==> src/logic/solat_params.svh <==
// constants for the strap option latch
`ifndef SOLAT_PARAMS_SVH
`define SOLAT_PARAMS_SVH
`define SOLAT_ADDR_CTRL     12'h000
`define SOLAT_ADDR_ADV      12'h004
`define SOLAT_ADDR_STRAP    12'h008
`define SOLAT_ADDR_OPT      12'h00C
`define SOLAT_ADDR_STATUS   12'h010
`define SOLAT_ADDR_OUTFN    12'h014
`define SOLAT_CTRL_SPEED    13
`define SOLAT_CTRL_ANEG     12
`define SOLAT_CTRL_DUPLEX   8
`define SOLAT_ADV_100FD     8
`define SOLAT_ADV_100HD     7
`define SOLAT_ADV_10FD      6
`define SOLAT_ADV_10HD      5
`define SOLAT_CTRL_RST      16'h3100
`define SOLAT_ADV_RST       16'h01E1
`define SOLAT_ADDR_DEFAULT  5'h01
`define SOLAT_OPT_LPBK      0
`define SOLAT_OPT_ISO       1
`define SOLAT_OPT_RMII      2
`define SOLAT_OPT_BTB       3
`define SOLAT_OPT_NOFEF     4
`endif

==> src/logic/solat_pkg.sv <==
// types for the strap option latch
package solat_pkg;
	typedef struct packed {
		logic [4:0] mgmt_address_strap;
		logic       coding_loopback_strap;
		logic       isolate_strap;
		logic       reduced_mii_strap;
		logic       reduced_mii_back_to_back_strap;
		logic       speed_select_strap;
		logic       duplex_strap;
		logic       autoneg_enable_strap;
	} solat_straps_t;
	typedef enum logic [1:0] {
		SOLAT_CAPTURE = 2'b00,
		SOLAT_RUN     = 2'b01
	} solat_state_t;
endpackage

==> src/logic/solat_top.sv <==
// strap option latch with apb register access
//
// Design decisions made here: the APB interface to the registers and the placing of the registers.
`timescale 1ns/10ps
`default_nettype none
`include "solat_params.svh"
module solat_top (
	input  wire logic        MCLK,
	input  wire logic        RESET_N,
	input  wire logic [11:0] PADDR,
	input  wire logic        PSEL,
	input  wire logic        PENABLE,
	input  wire logic        PWRITE,
	input  wire logic [31:0] PWDATA,
	output logic      [31:0] PRDATA,
	output logic             PREADY,
	output logic             PSLVERR,
	input  wire logic [11:0] STRAP_IN,
	output logic      [11:0] STRAP_OUT,
	output logic      [11:0] STRAP_OE,
	input  wire logic        FIBER_MODE_ENABLE,
	input  wire logic        POWER_DOWN_N,
	input  wire logic        LINK_100,
	output logic      [4:0]  MGMT_ADDRESS,
	output logic      [15:0] CTRL_BITS,
	output logic      [15:0] ADV_BITS,
	output logic      [4:0]  OPTION_BITS,
	output logic             POWER_DOWN
);
	// strap pin order: [4:0] address, 5 loopback, 6 isolate, 7 rmii,
	// 8 back-to-back, 9 speed, 10 duplex, 11 autoneg
	logic [11:0] sync1_ff;
	logic [11:0] sync2_ff;
	logic        fx_sync1_ff;
	logic        fx_sync2_ff;
	logic        pd_sync1_ff;
	logic        pd_sync2_ff;
	logic        lk_sync1_ff;
	logic        lk_sync2_ff;
	solat_pkg::solat_state_t state_ff;
	solat_pkg::solat_straps_t latched_ff;
	logic [15:0] ctrl_ff;
	logic [15:0] adv_ff;
	logic [4:0]  opt_ff;
	logic [15:0] outfn_ff;
	logic        load_ff;
	logic        settle_ff;
	logic        wr_en;
	logic        rd_en;
	logic        hit;
	logic [31:0] nxt_rdata;

	function automatic logic addr_is(input logic [11:0] a, input logic [11:0] b);
		addr_is = (a == b);
	endfunction

	// two-flop synchronisers for the pin levels
	always_ff @(posedge MCLK or negedge RESET_N) begin
		if (!RESET_N) begin
			sync1_ff <= 12'h000;
			sync2_ff <= 12'h000;
			fx_sync1_ff <= 1'b0;
			fx_sync2_ff <= 1'b0;
			pd_sync1_ff <= 1'b1;
			pd_sync2_ff <= 1'b1;
			lk_sync1_ff <= 1'b0;
			lk_sync2_ff <= 1'b0;
		end else begin
			sync1_ff <= STRAP_IN;
			sync2_ff <= sync1_ff;
			fx_sync1_ff <= FIBER_MODE_ENABLE;
			fx_sync2_ff <= fx_sync1_ff;
			pd_sync1_ff <= POWER_DOWN_N;
			pd_sync2_ff <= pd_sync1_ff;
			lk_sync1_ff <= LINK_100;
			lk_sync2_ff <= lk_sync1_ff;
		end
	end

	// wait until the synchronisers hold pin levels, then load once and run
	always_ff @(posedge MCLK or negedge RESET_N) begin
		if (!RESET_N) begin
			state_ff <= solat_pkg::SOLAT_CAPTURE;
			load_ff <= 1'b0;
			settle_ff <= 1'b0;
		end else begin
			load_ff <= 1'b0;
			case (state_ff)
				solat_pkg::SOLAT_CAPTURE: begin
					if (load_ff) begin
						state_ff <= solat_pkg::SOLAT_RUN;
					end else if (settle_ff) begin
						load_ff <= 1'b1;
					end else begin
						settle_ff <= 1'b1;
					end
				end
				solat_pkg::SOLAT_RUN: begin
					state_ff <= solat_pkg::SOLAT_RUN;
				end
				default: begin
					state_ff <= solat_pkg::SOLAT_CAPTURE;
				end
			endcase
		end
	end

	// latch straps from synchronised pins, three edges after release
	always_ff @(posedge MCLK or negedge RESET_N) begin
		if (!RESET_N) begin
			latched_ff <= '{mgmt_address_strap: `SOLAT_ADDR_DEFAULT, speed_select_strap: 1'b1,
				duplex_strap: 1'b1, autoneg_enable_strap: 1'b1, default: 1'b0};
		end else if (load_ff) begin
			latched_ff.mgmt_address_strap <= sync2_ff[4:0];
			latched_ff.coding_loopback_strap <= sync2_ff[5];
			latched_ff.isolate_strap <= sync2_ff[6];
			latched_ff.reduced_mii_strap <= sync2_ff[7];
			latched_ff.reduced_mii_back_to_back_strap <= sync2_ff[8];
			latched_ff.speed_select_strap <= sync2_ff[9];
			latched_ff.duplex_strap <= sync2_ff[10];
			latched_ff.autoneg_enable_strap <= sync2_ff[11];
		end
	end

	assign wr_en = PSEL & PENABLE & PWRITE;
	assign rd_en = PSEL & PENABLE & ~PWRITE;
	assign hit = addr_is(PADDR, `SOLAT_ADDR_CTRL) | addr_is(PADDR, `SOLAT_ADDR_ADV)
		| addr_is(PADDR, `SOLAT_ADDR_STRAP) | addr_is(PADDR, `SOLAT_ADDR_OPT)
		| addr_is(PADDR, `SOLAT_ADDR_STATUS) | addr_is(PADDR, `SOLAT_ADDR_OUTFN);

	// control, advertisement and option bits: strap load then software
	always_ff @(posedge MCLK or negedge RESET_N) begin
		if (!RESET_N) begin
			ctrl_ff <= `SOLAT_CTRL_RST;
			adv_ff <= `SOLAT_ADV_RST;
			opt_ff <= 5'h00;
		end else if (state_ff == solat_pkg::SOLAT_CAPTURE && load_ff) begin
			ctrl_ff <= `SOLAT_CTRL_RST;
			ctrl_ff[`SOLAT_CTRL_SPEED] <= sync2_ff[9];
			ctrl_ff[`SOLAT_CTRL_DUPLEX] <= sync2_ff[10];
			ctrl_ff[`SOLAT_CTRL_ANEG] <= sync2_ff[11];
			adv_ff[`SOLAT_ADV_100FD] <= sync2_ff[9] & sync2_ff[10];
			adv_ff[`SOLAT_ADV_100HD] <= sync2_ff[9];
			adv_ff[`SOLAT_ADV_10FD] <= sync2_ff[10];
			adv_ff[`SOLAT_ADV_10HD] <= 1'b1;
			opt_ff[`SOLAT_OPT_LPBK] <= sync2_ff[5];
			opt_ff[`SOLAT_OPT_ISO] <= sync2_ff[6];
			opt_ff[`SOLAT_OPT_RMII] <= sync2_ff[7];
			opt_ff[`SOLAT_OPT_BTB] <= sync2_ff[8];
			opt_ff[`SOLAT_OPT_NOFEF] <= fx_sync2_ff & ~sync2_ff[9];
		end else if (wr_en && state_ff == solat_pkg::SOLAT_RUN) begin
			if (addr_is(PADDR, `SOLAT_ADDR_CTRL)) begin
				ctrl_ff <= PWDATA[15:0];
			end
			if (addr_is(PADDR, `SOLAT_ADDR_ADV)) begin
				adv_ff <= PWDATA[15:0];
			end
			if (addr_is(PADDR, `SOLAT_ADDR_OPT)) begin
				opt_ff <= PWDATA[4:0];
			end
		end
	end

	// software-driven output function values for the shared pins other than pin 9
	always_ff @(posedge MCLK or negedge RESET_N) begin
		if (!RESET_N) begin
			outfn_ff <= 16'h0000;
		end else if (wr_en && addr_is(PADDR, `SOLAT_ADDR_OUTFN)) begin
			outfn_ff <= PWDATA[15:0];
		end
	end

	// pins: released during reset and capture, driven afterwards
	always_comb begin
		STRAP_OE = (state_ff == solat_pkg::SOLAT_RUN) ? 12'hFFF : 12'h000;
		STRAP_OUT = outfn_ff[11:0];
		STRAP_OUT[9] = ~lk_sync2_ff;
	end

	always_comb begin
		nxt_rdata = 32'h0000_0000;
		if (addr_is(PADDR, `SOLAT_ADDR_CTRL)) nxt_rdata[15:0] = ctrl_ff;
		if (addr_is(PADDR, `SOLAT_ADDR_ADV)) nxt_rdata[15:0] = adv_ff;
		if (addr_is(PADDR, `SOLAT_ADDR_STRAP)) nxt_rdata[11:0] = latched_ff;
		if (addr_is(PADDR, `SOLAT_ADDR_OPT)) nxt_rdata[4:0] = opt_ff;
		if (addr_is(PADDR, `SOLAT_ADDR_STATUS)) nxt_rdata[1:0] = {~pd_sync2_ff, state_ff[0]};
		if (addr_is(PADDR, `SOLAT_ADDR_OUTFN)) nxt_rdata[15:0] = outfn_ff;
	end

	always_ff @(posedge MCLK or negedge RESET_N) begin
		if (!RESET_N) begin
			PRDATA <= 32'h0000_0000;
		end else if (PSEL && !PENABLE && !PWRITE) begin
			PRDATA <= nxt_rdata;
		end
	end

	assign PREADY = 1'b1;
	assign PSLVERR = PSEL & PENABLE & ~hit;
	assign MGMT_ADDRESS = latched_ff.mgmt_address_strap;
	assign CTRL_BITS = ctrl_ff;
	assign ADV_BITS = adv_ff;
	assign OPTION_BITS = opt_ff;
	assign POWER_DOWN = ~pd_sync2_ff;

	AST_OE_IN_CAPTURE: assert property (@(posedge MCLK) disable iff (!RESET_N)
		(state_ff != solat_pkg::SOLAT_RUN) |-> (STRAP_OE == 12'h000))
		else $error("strap pins driven during capture");
	AST_OE_RUN: assert property (@(posedge MCLK) disable iff (!RESET_N)
		$rose(state_ff == solat_pkg::SOLAT_RUN) |-> STRAP_OE == 12'hFFF)
		else $error("strap pins not driven after capture");
	AST_SETTLE: assert property (@(posedge MCLK) disable iff (!RESET_N)
		$rose(load_ff) |-> settle_ff)
		else $error("straps loaded before synchronisers settled");
	AST_LOAD_ONCE: assert property (@(posedge MCLK) disable iff (!RESET_N)
		load_ff |=> !load_ff && state_ff == solat_pkg::SOLAT_RUN)
		else $error("strap load not followed by run");
	AST_ADDR: assert property (@(posedge MCLK) disable iff (!RESET_N)
		load_ff |=> MGMT_ADDRESS == $past(sync2_ff[4:0]))
		else $error("address strap not latched");
	AST_STRAP_HOLD: assert property (@(posedge MCLK) disable iff (!RESET_N)
		state_ff == solat_pkg::SOLAT_RUN |=> $stable(MGMT_ADDRESS))
		else $error("latched address changed while running");
	AST_SPEED: assert property (@(posedge MCLK) disable iff (!RESET_N)
		load_ff |=> CTRL_BITS[13] == $past(sync2_ff[9]))
		else $error("speed bit not latched");
	AST_DUPLEX: assert property (@(posedge MCLK) disable iff (!RESET_N)
		load_ff |=> CTRL_BITS[8] == $past(sync2_ff[10]))
		else $error("duplex bit not latched");
	AST_ANEG: assert property (@(posedge MCLK) disable iff (!RESET_N)
		load_ff |=> CTRL_BITS[12] == $past(sync2_ff[11]))
		else $error("autoneg bit not latched");
	AST_ADV: assert property (@(posedge MCLK) disable iff (!RESET_N)
		load_ff |=> ADV_BITS[7] == $past(sync2_ff[9]) && ADV_BITS[6] == $past(sync2_ff[10]))
		else $error("advertisement not latched");
	AST_OPTS: assert property (@(posedge MCLK) disable iff (!RESET_N)
		load_ff |=> OPTION_BITS[3:0] == $past(sync2_ff[8:5]))
		else $error("option straps not latched");
	AST_NOFEF: assert property (@(posedge MCLK) disable iff (!RESET_N)
		load_ff |=> OPTION_BITS[4] == $past(fx_sync2_ff & ~sync2_ff[9]))
		else $error("far end fault option wrong");
	AST_LED: assert property (@(posedge MCLK) disable iff (!RESET_N)
		STRAP_OUT[9] == ~lk_sync2_ff)
		else $error("speed led wrong");
	AST_PD: assert property (@(posedge MCLK) disable iff (!RESET_N)
		POWER_DOWN != pd_sync2_ff)
		else $error("power down wrong");
	AST_OUTFN: assert property (@(posedge MCLK) disable iff (!RESET_N)
		(wr_en && addr_is(PADDR, `SOLAT_ADDR_OUTFN))
		|=> STRAP_OUT[8:0] == $past(PWDATA[8:0]))
		else $error("pin output function not written");
	AST_SWWR: assert property (@(posedge MCLK) disable iff (!RESET_N)
		(wr_en && state_ff == solat_pkg::SOLAT_RUN && addr_is(PADDR, `SOLAT_ADDR_CTRL))
		|=> CTRL_BITS == $past(PWDATA[15:0]))
		else $error("software write lost");
	AST_ADV_WR: assert property (@(posedge MCLK) disable iff (!RESET_N)
		(wr_en && state_ff == solat_pkg::SOLAT_RUN && addr_is(PADDR, `SOLAT_ADDR_ADV))
		|=> ADV_BITS == $past(PWDATA[15:0]))
		else $error("advertisement write lost");
	AST_OPT_WR: assert property (@(posedge MCLK) disable iff (!RESET_N)
		(wr_en && state_ff == solat_pkg::SOLAT_RUN && addr_is(PADDR, `SOLAT_ADDR_OPT))
		|=> OPTION_BITS == $past(PWDATA[4:0]))
		else $error("option write lost");

	// bus checks
	AST_RDATA: assert property (@(posedge MCLK) disable iff (!RESET_N)
		(rd_en && $past(PSEL && !PENABLE)) |-> PRDATA == $past(nxt_rdata))
		else $error("read data not loaded at setup");
	AST_UNMAPPED: assert property (@(posedge MCLK) disable iff (!RESET_N)
		(rd_en && !hit) |-> PRDATA == 32'h0000_0000 && PSLVERR)
		else $error("unmapped read not refused");
	AST_PRDATA_HOLD: assert property (@(posedge MCLK) disable iff (!RESET_N)
		!$past(PSEL && !PENABLE && !PWRITE) |-> $stable(PRDATA))
		else $error("read data changed outside setup");
	AST_STATUS: assert property (@(posedge MCLK) disable iff (!RESET_N)
		(rd_en && addr_is(PADDR, `SOLAT_ADDR_STATUS))
		|-> PRDATA[1:0] == {$past(POWER_DOWN), $past(state_ff == solat_pkg::SOLAT_RUN)})
		else $error("status read wrong");

	COV_CAPTURE: cover property (@(posedge MCLK) disable iff (!RESET_N) load_ff);
	COV_WRITE: cover property (@(posedge MCLK) disable iff (!RESET_N)
		wr_en && addr_is(PADDR, `SOLAT_ADDR_CTRL));
	COV_NOFEF: cover property (@(posedge MCLK) disable iff (!RESET_N) OPTION_BITS[4]);
	COV_RUN: cover property (@(posedge MCLK) disable iff (!RESET_N)
		$rose(state_ff == solat_pkg::SOLAT_RUN));
	COV_SLVERR: cover property (@(posedge MCLK) disable iff (!RESET_N) PSLVERR);
endmodule
`default_nettype wire

==> config.mk <==
export PLATFORM = sky130hd
export DESIGN_NAME = solat_top
export DESIGN_NICKNAME = d
export VERILOG_FILES = /design/src/logic/solat_pkg.sv /design/src/logic/solat_top.sv
export VERILOG_INCLUDE_DIRS = /design/src /design/src/logic
export SDC_FILE = /design/constraint.sdc
export NUM_CORES = 1
export LEC_CHECK = 0
export ABC_AREA = 1
export BUFFER_PORTS_ARGS = -buffer_cell sky130_fd_sc_hd__buf_4
export CAP_MARGIN = 20
export CORE_MARGIN = 2
export CORE_UTILIZATION = 55
export CTS_CLUSTER_DIAMETER = 150
export CTS_CLUSTER_SIZE = 24
export DETAILED_ROUTE_END_ITERATION = 8
export GPL_TIMING_DRIVEN = 0
export PLACE_DENSITY = 0.85
export SYNTH_ARGS = -nofsm -noshare
export SYNTH_HDL_FRONTEND = slang
export SYNTH_SLANG_ARGS = --single-unit
==> constraint.sdc <==
create_clock -name MCLK -period 4.3 [get_ports MCLK]
set_clock_uncertainty 0.1 [all_clocks]
set_input_delay 0.86 -clock MCLK [delete_from_list [all_inputs] [get_ports MCLK]]
set_output_delay 0.86 -clock MCLK [all_outputs]
set_load 0.005 [all_outputs]
==> flow_metrics.env <==
export IMPL_rows=35
export IMPL_synth_ff_latch_count=114
export IMPL_cp_cell_sequence="buf_4, inv_1, nand2_1, nor2_4, buf_6, nand2_1, o311ai_0, nor2_1, buf_4"
export IMPL_synth_cells=576
export IMPL_maxCapViolCount=0
export IMPL_grt_pass1_wl_mm=23.31
export IMPL_regToRegSetupSlack_ns=2.14
export IMPL_worst_ep_required_time_ns=3.34
export IMPL_path_max_fanout=10
export IMPL_io_buffers=131
export IMPL_rsz0062_at_grt="false"
export IMPL_holdBufCountCts=0
export IMPL_critical_path_class="primary input to primary output"
export IMPL_dp_cells=834
export IMPL_status="finished clean"
export IMPL_grt_max_degree=77
export IMPL_synth_top_area_share=0.4879
export IMPL_reg2regPathDepth=7
export IMPL_clk_pin_slew_ns=0.06
export IMPL_max_freq_mhz=322.3
export IMPL_cp_slowest_cell="o311ai_0"
export IMPL_wl_mm=14.59
export IMPL_post_cts_buffers=0
export IMPL_hold_viol_final=0
export IMPL_final_period_utilization=0.7216
export IMPL_critPathLaunchType="primary input"
export IMPL_numCtsBuffers=17
export IMPL_grt_use_total=0.3067
export IMPL_via_per_inst=5.339
export IMPL_cts_htree_levels=4
export IMPL_fillers=666
export IMPL_ios=165
export IMPL_grt_pass1_vias=4588
export IMPL_clock_path_buffers=2
export IMPL_layout_min_cycle_time_ns=3.103
export IMPL_arrival_ns=2.14
export IMPL_overflow=0
export IMPL_synth_area_um2=5129
export IMPL_multi_input_area_um2=1660
export IMPL_postSynthAreaPerCell_um2=8.904
export IMPL_r2r_start="state_ff[0]"
export IMPL_nets=806
export IMPL_synth_distinct_cells=34
export IMPL_num_antenna_cells=0
export IMPL_layout_area_seq_um2=2870
export IMPL_slew_headroom=0.2705
export IMPL_clk_insertion_delay_late_ns=0.52
export IMPL_dr_pass1_iters=5
export IMPL_r2r_end="ADV_BITS[12]"
export IMPL_yosysTopAreaCell="dfrtp_1"
export IMPL_worst_pin_slew_ns=1.086
export IMPL_max_stage_delay_ns=0.35
export IMPL_critPathTopFamily="simple AND/OR/NAND/NOR gates"
export IMPL_seq_area_frac_synth=0.5596
export IMPL_drt_initial_drc_count=382
export IMPL_drc_errors=0
export IMPL_synthTopCellsByArea="dfrtp_1 (49%), nand2_1 (11%), dfstp_2 (7.2%), buf_4 (6.7%), nand3_1 (5.0%)"
export IMPL_total_leakage_power_nw=3.597
export IMPL_wire_per_inst_um=16.85
export IMPL_vdd_drop_max_uv=303.0
export IMPL_syn2layout_area_growth_pct=34.03
export IMPL_grt_antenna_before_repair=0
export IMPL_place_gp_congestion=0.9055
export IMPL_drive_above_1_share=0.3404
export IMPL_power_density_nw_per_um2=367.8
export IMPL_cts_tree="built"
export IMPL_cts_resized=0
export IMPL_fin_setup_tns_ns=0
export IMPL_initial_utilization=0.5604
export IMPL_hpwlAfterDp_mm=10.34
export IMPL_coreArea_um2=9153
export IMPL_final_max_slew_viol_count=0
export IMPL_critPathCaptureType="primary output"
export IMPL_path_buf_inv=4
export IMPL_antenna_left=0
export IMPL_die_area_um2=10110
export IMPL_final_cells=866
export IMPL_yosys_warnings=0
export IMPL_die_x_um=100.6
export IMPL_die_h_um=100.6
export IMPL_numClockSinks=114
export IMPL_worstHoldPathType="primary input to asynchronous set/reset pin"
export IMPL_setup_violations=0
export IMPL_root_buffer="clkbuf_8"
export IMPL_num_vias=4624
state kept, by name, summed over array words and instances, names as in the netlist, 5 cells and up:
name and count:
ADV_BITS 16, CTRL_BITS 16, MGMT_ADDRESS 5, OPTION_BITS 5, PRDATA 16, latched_ff 7
outfn_ff 16, sync1_ff 12, sync2_ff 12
worst max path at each step:
| stage | from | to | slack [ns] | cells past startpoint |
|---|---|---|---|---|
| 4_1_cts | PADDR[10] | PSLVERR | 1.22 | 9 |
| 5_1_grt | PADDR[10] | PSLVERR | 1.07 | 9 |
| 2_1_floorplan | PADDR[10] | PSLVERR | 1.64 | 7 |
| 3_5_place_dp | PADDR[10] | PSLVERR | 1.23 | 9 |
| 6_report | PADDR[10] | PSLVERR | 1.20 | 9 |
| 3_3_place_gp | PADDR[10] | PSLVERR | 1.25 | 11 |
Yosys cell counts, drive strengths merged:
| cell type | instances |
|---|---|
| a32oi | 1 |
| a31oi | 1 |
| dfrtp | 100 |
| nand3 | 51 |
| nand4 | 9 |
| inv | 58 |
| o41ai | 1 |
| nor2 | 44 |
| conb | 2 |
| nand2 | 158 |
| o211ai | 5 |
| o22ai | 1 |
| clkbuf | 9 |
| o311ai | 4 |
| o21ai | 55 |
| nor3 | 5 |
| a31o | 1 |
| dfstp | 14 |
| a21oi | 1 |
| buf | 54 |
| o31ai | 2 |
cell type report:
cell class                 instances  area share
buffer                            63     0.06280
clock buffer                      17     0.06025
clock inverter                    15     0.01820
inverter                          58     0.03240
multi-input combinational        356      0.2415
sequential                       114      0.4175
tap                              111     0.02020
timing repair buffer             132      0.1471
routing by layer:
metal	GRT usage	wire length [µm]
met5	0	0
met4	0.1180	276
met2	0.4997	7131
met3	0.07559	1252
met1	0.3991	5931
where the power goes:
part	switching (mW)	internal, mW
sequential	0.0160	1.10
combinational	0.0731	0.0659
clock	0.546	0.724
total	0.635	1.89
cells in the final DEF (no fill, tap or decap), types with 3 or more instances in the layout:
cell type  synthesis  layout
inv_8              0       3
buf_4             46     177
inv_6              0       4
inv_2              4       4
dfrtp_1          100     100
clkbuf_1           9       9
conb_1             2      17
inv_1             52      52
nor2_2             3       3
o311ai_0           4       4
clkinv_4           0       3
nand3_1           51      51
nor2_1            38      38
buf_2              6       6
clkinv_2           0       3
nand2_1          151     151
o21ai_1            8       8
clkbuf_16          0      16
o211ai_1           5       5
dfstp_2           14      14
o21ai_2            4       4
o21ai_0           43      43
nand4_1            9       9
nand2_2            5       5
nor3_1             4       4
kinds of logic (layout without fill, tap and decap cells):
logic type      count (synthesis)  count (layout)  synth area share
compound gates                 72              72           0.08222
buf+inv                       121             285            0.1276
flops                         114             114            0.5596
other cells                     2              17          0.001464
simple gates                  267             267            0.2291
per-stage QoR:
stage	power, mW	setup slack (ns)	instance area, µm²	util	hold slack [ns]
4_1_cts	2.535	1.219	6874	0.7511	0.2155
6_report	2.529	1.197	6874	0.7511	0.2065
2_1_floorplan	1.186	1.639	5185	-	0.2312
3_3_place_gp	1.268	1.252	6307	0.6891	0.2326
3_5_place_dp	1.276	1.231	6335	0.6921	0.2347
5_1_grt	2.604	1.075	6874	0.7511	0.2401
No activity file was read; power rests on OpenSTA's default activity.
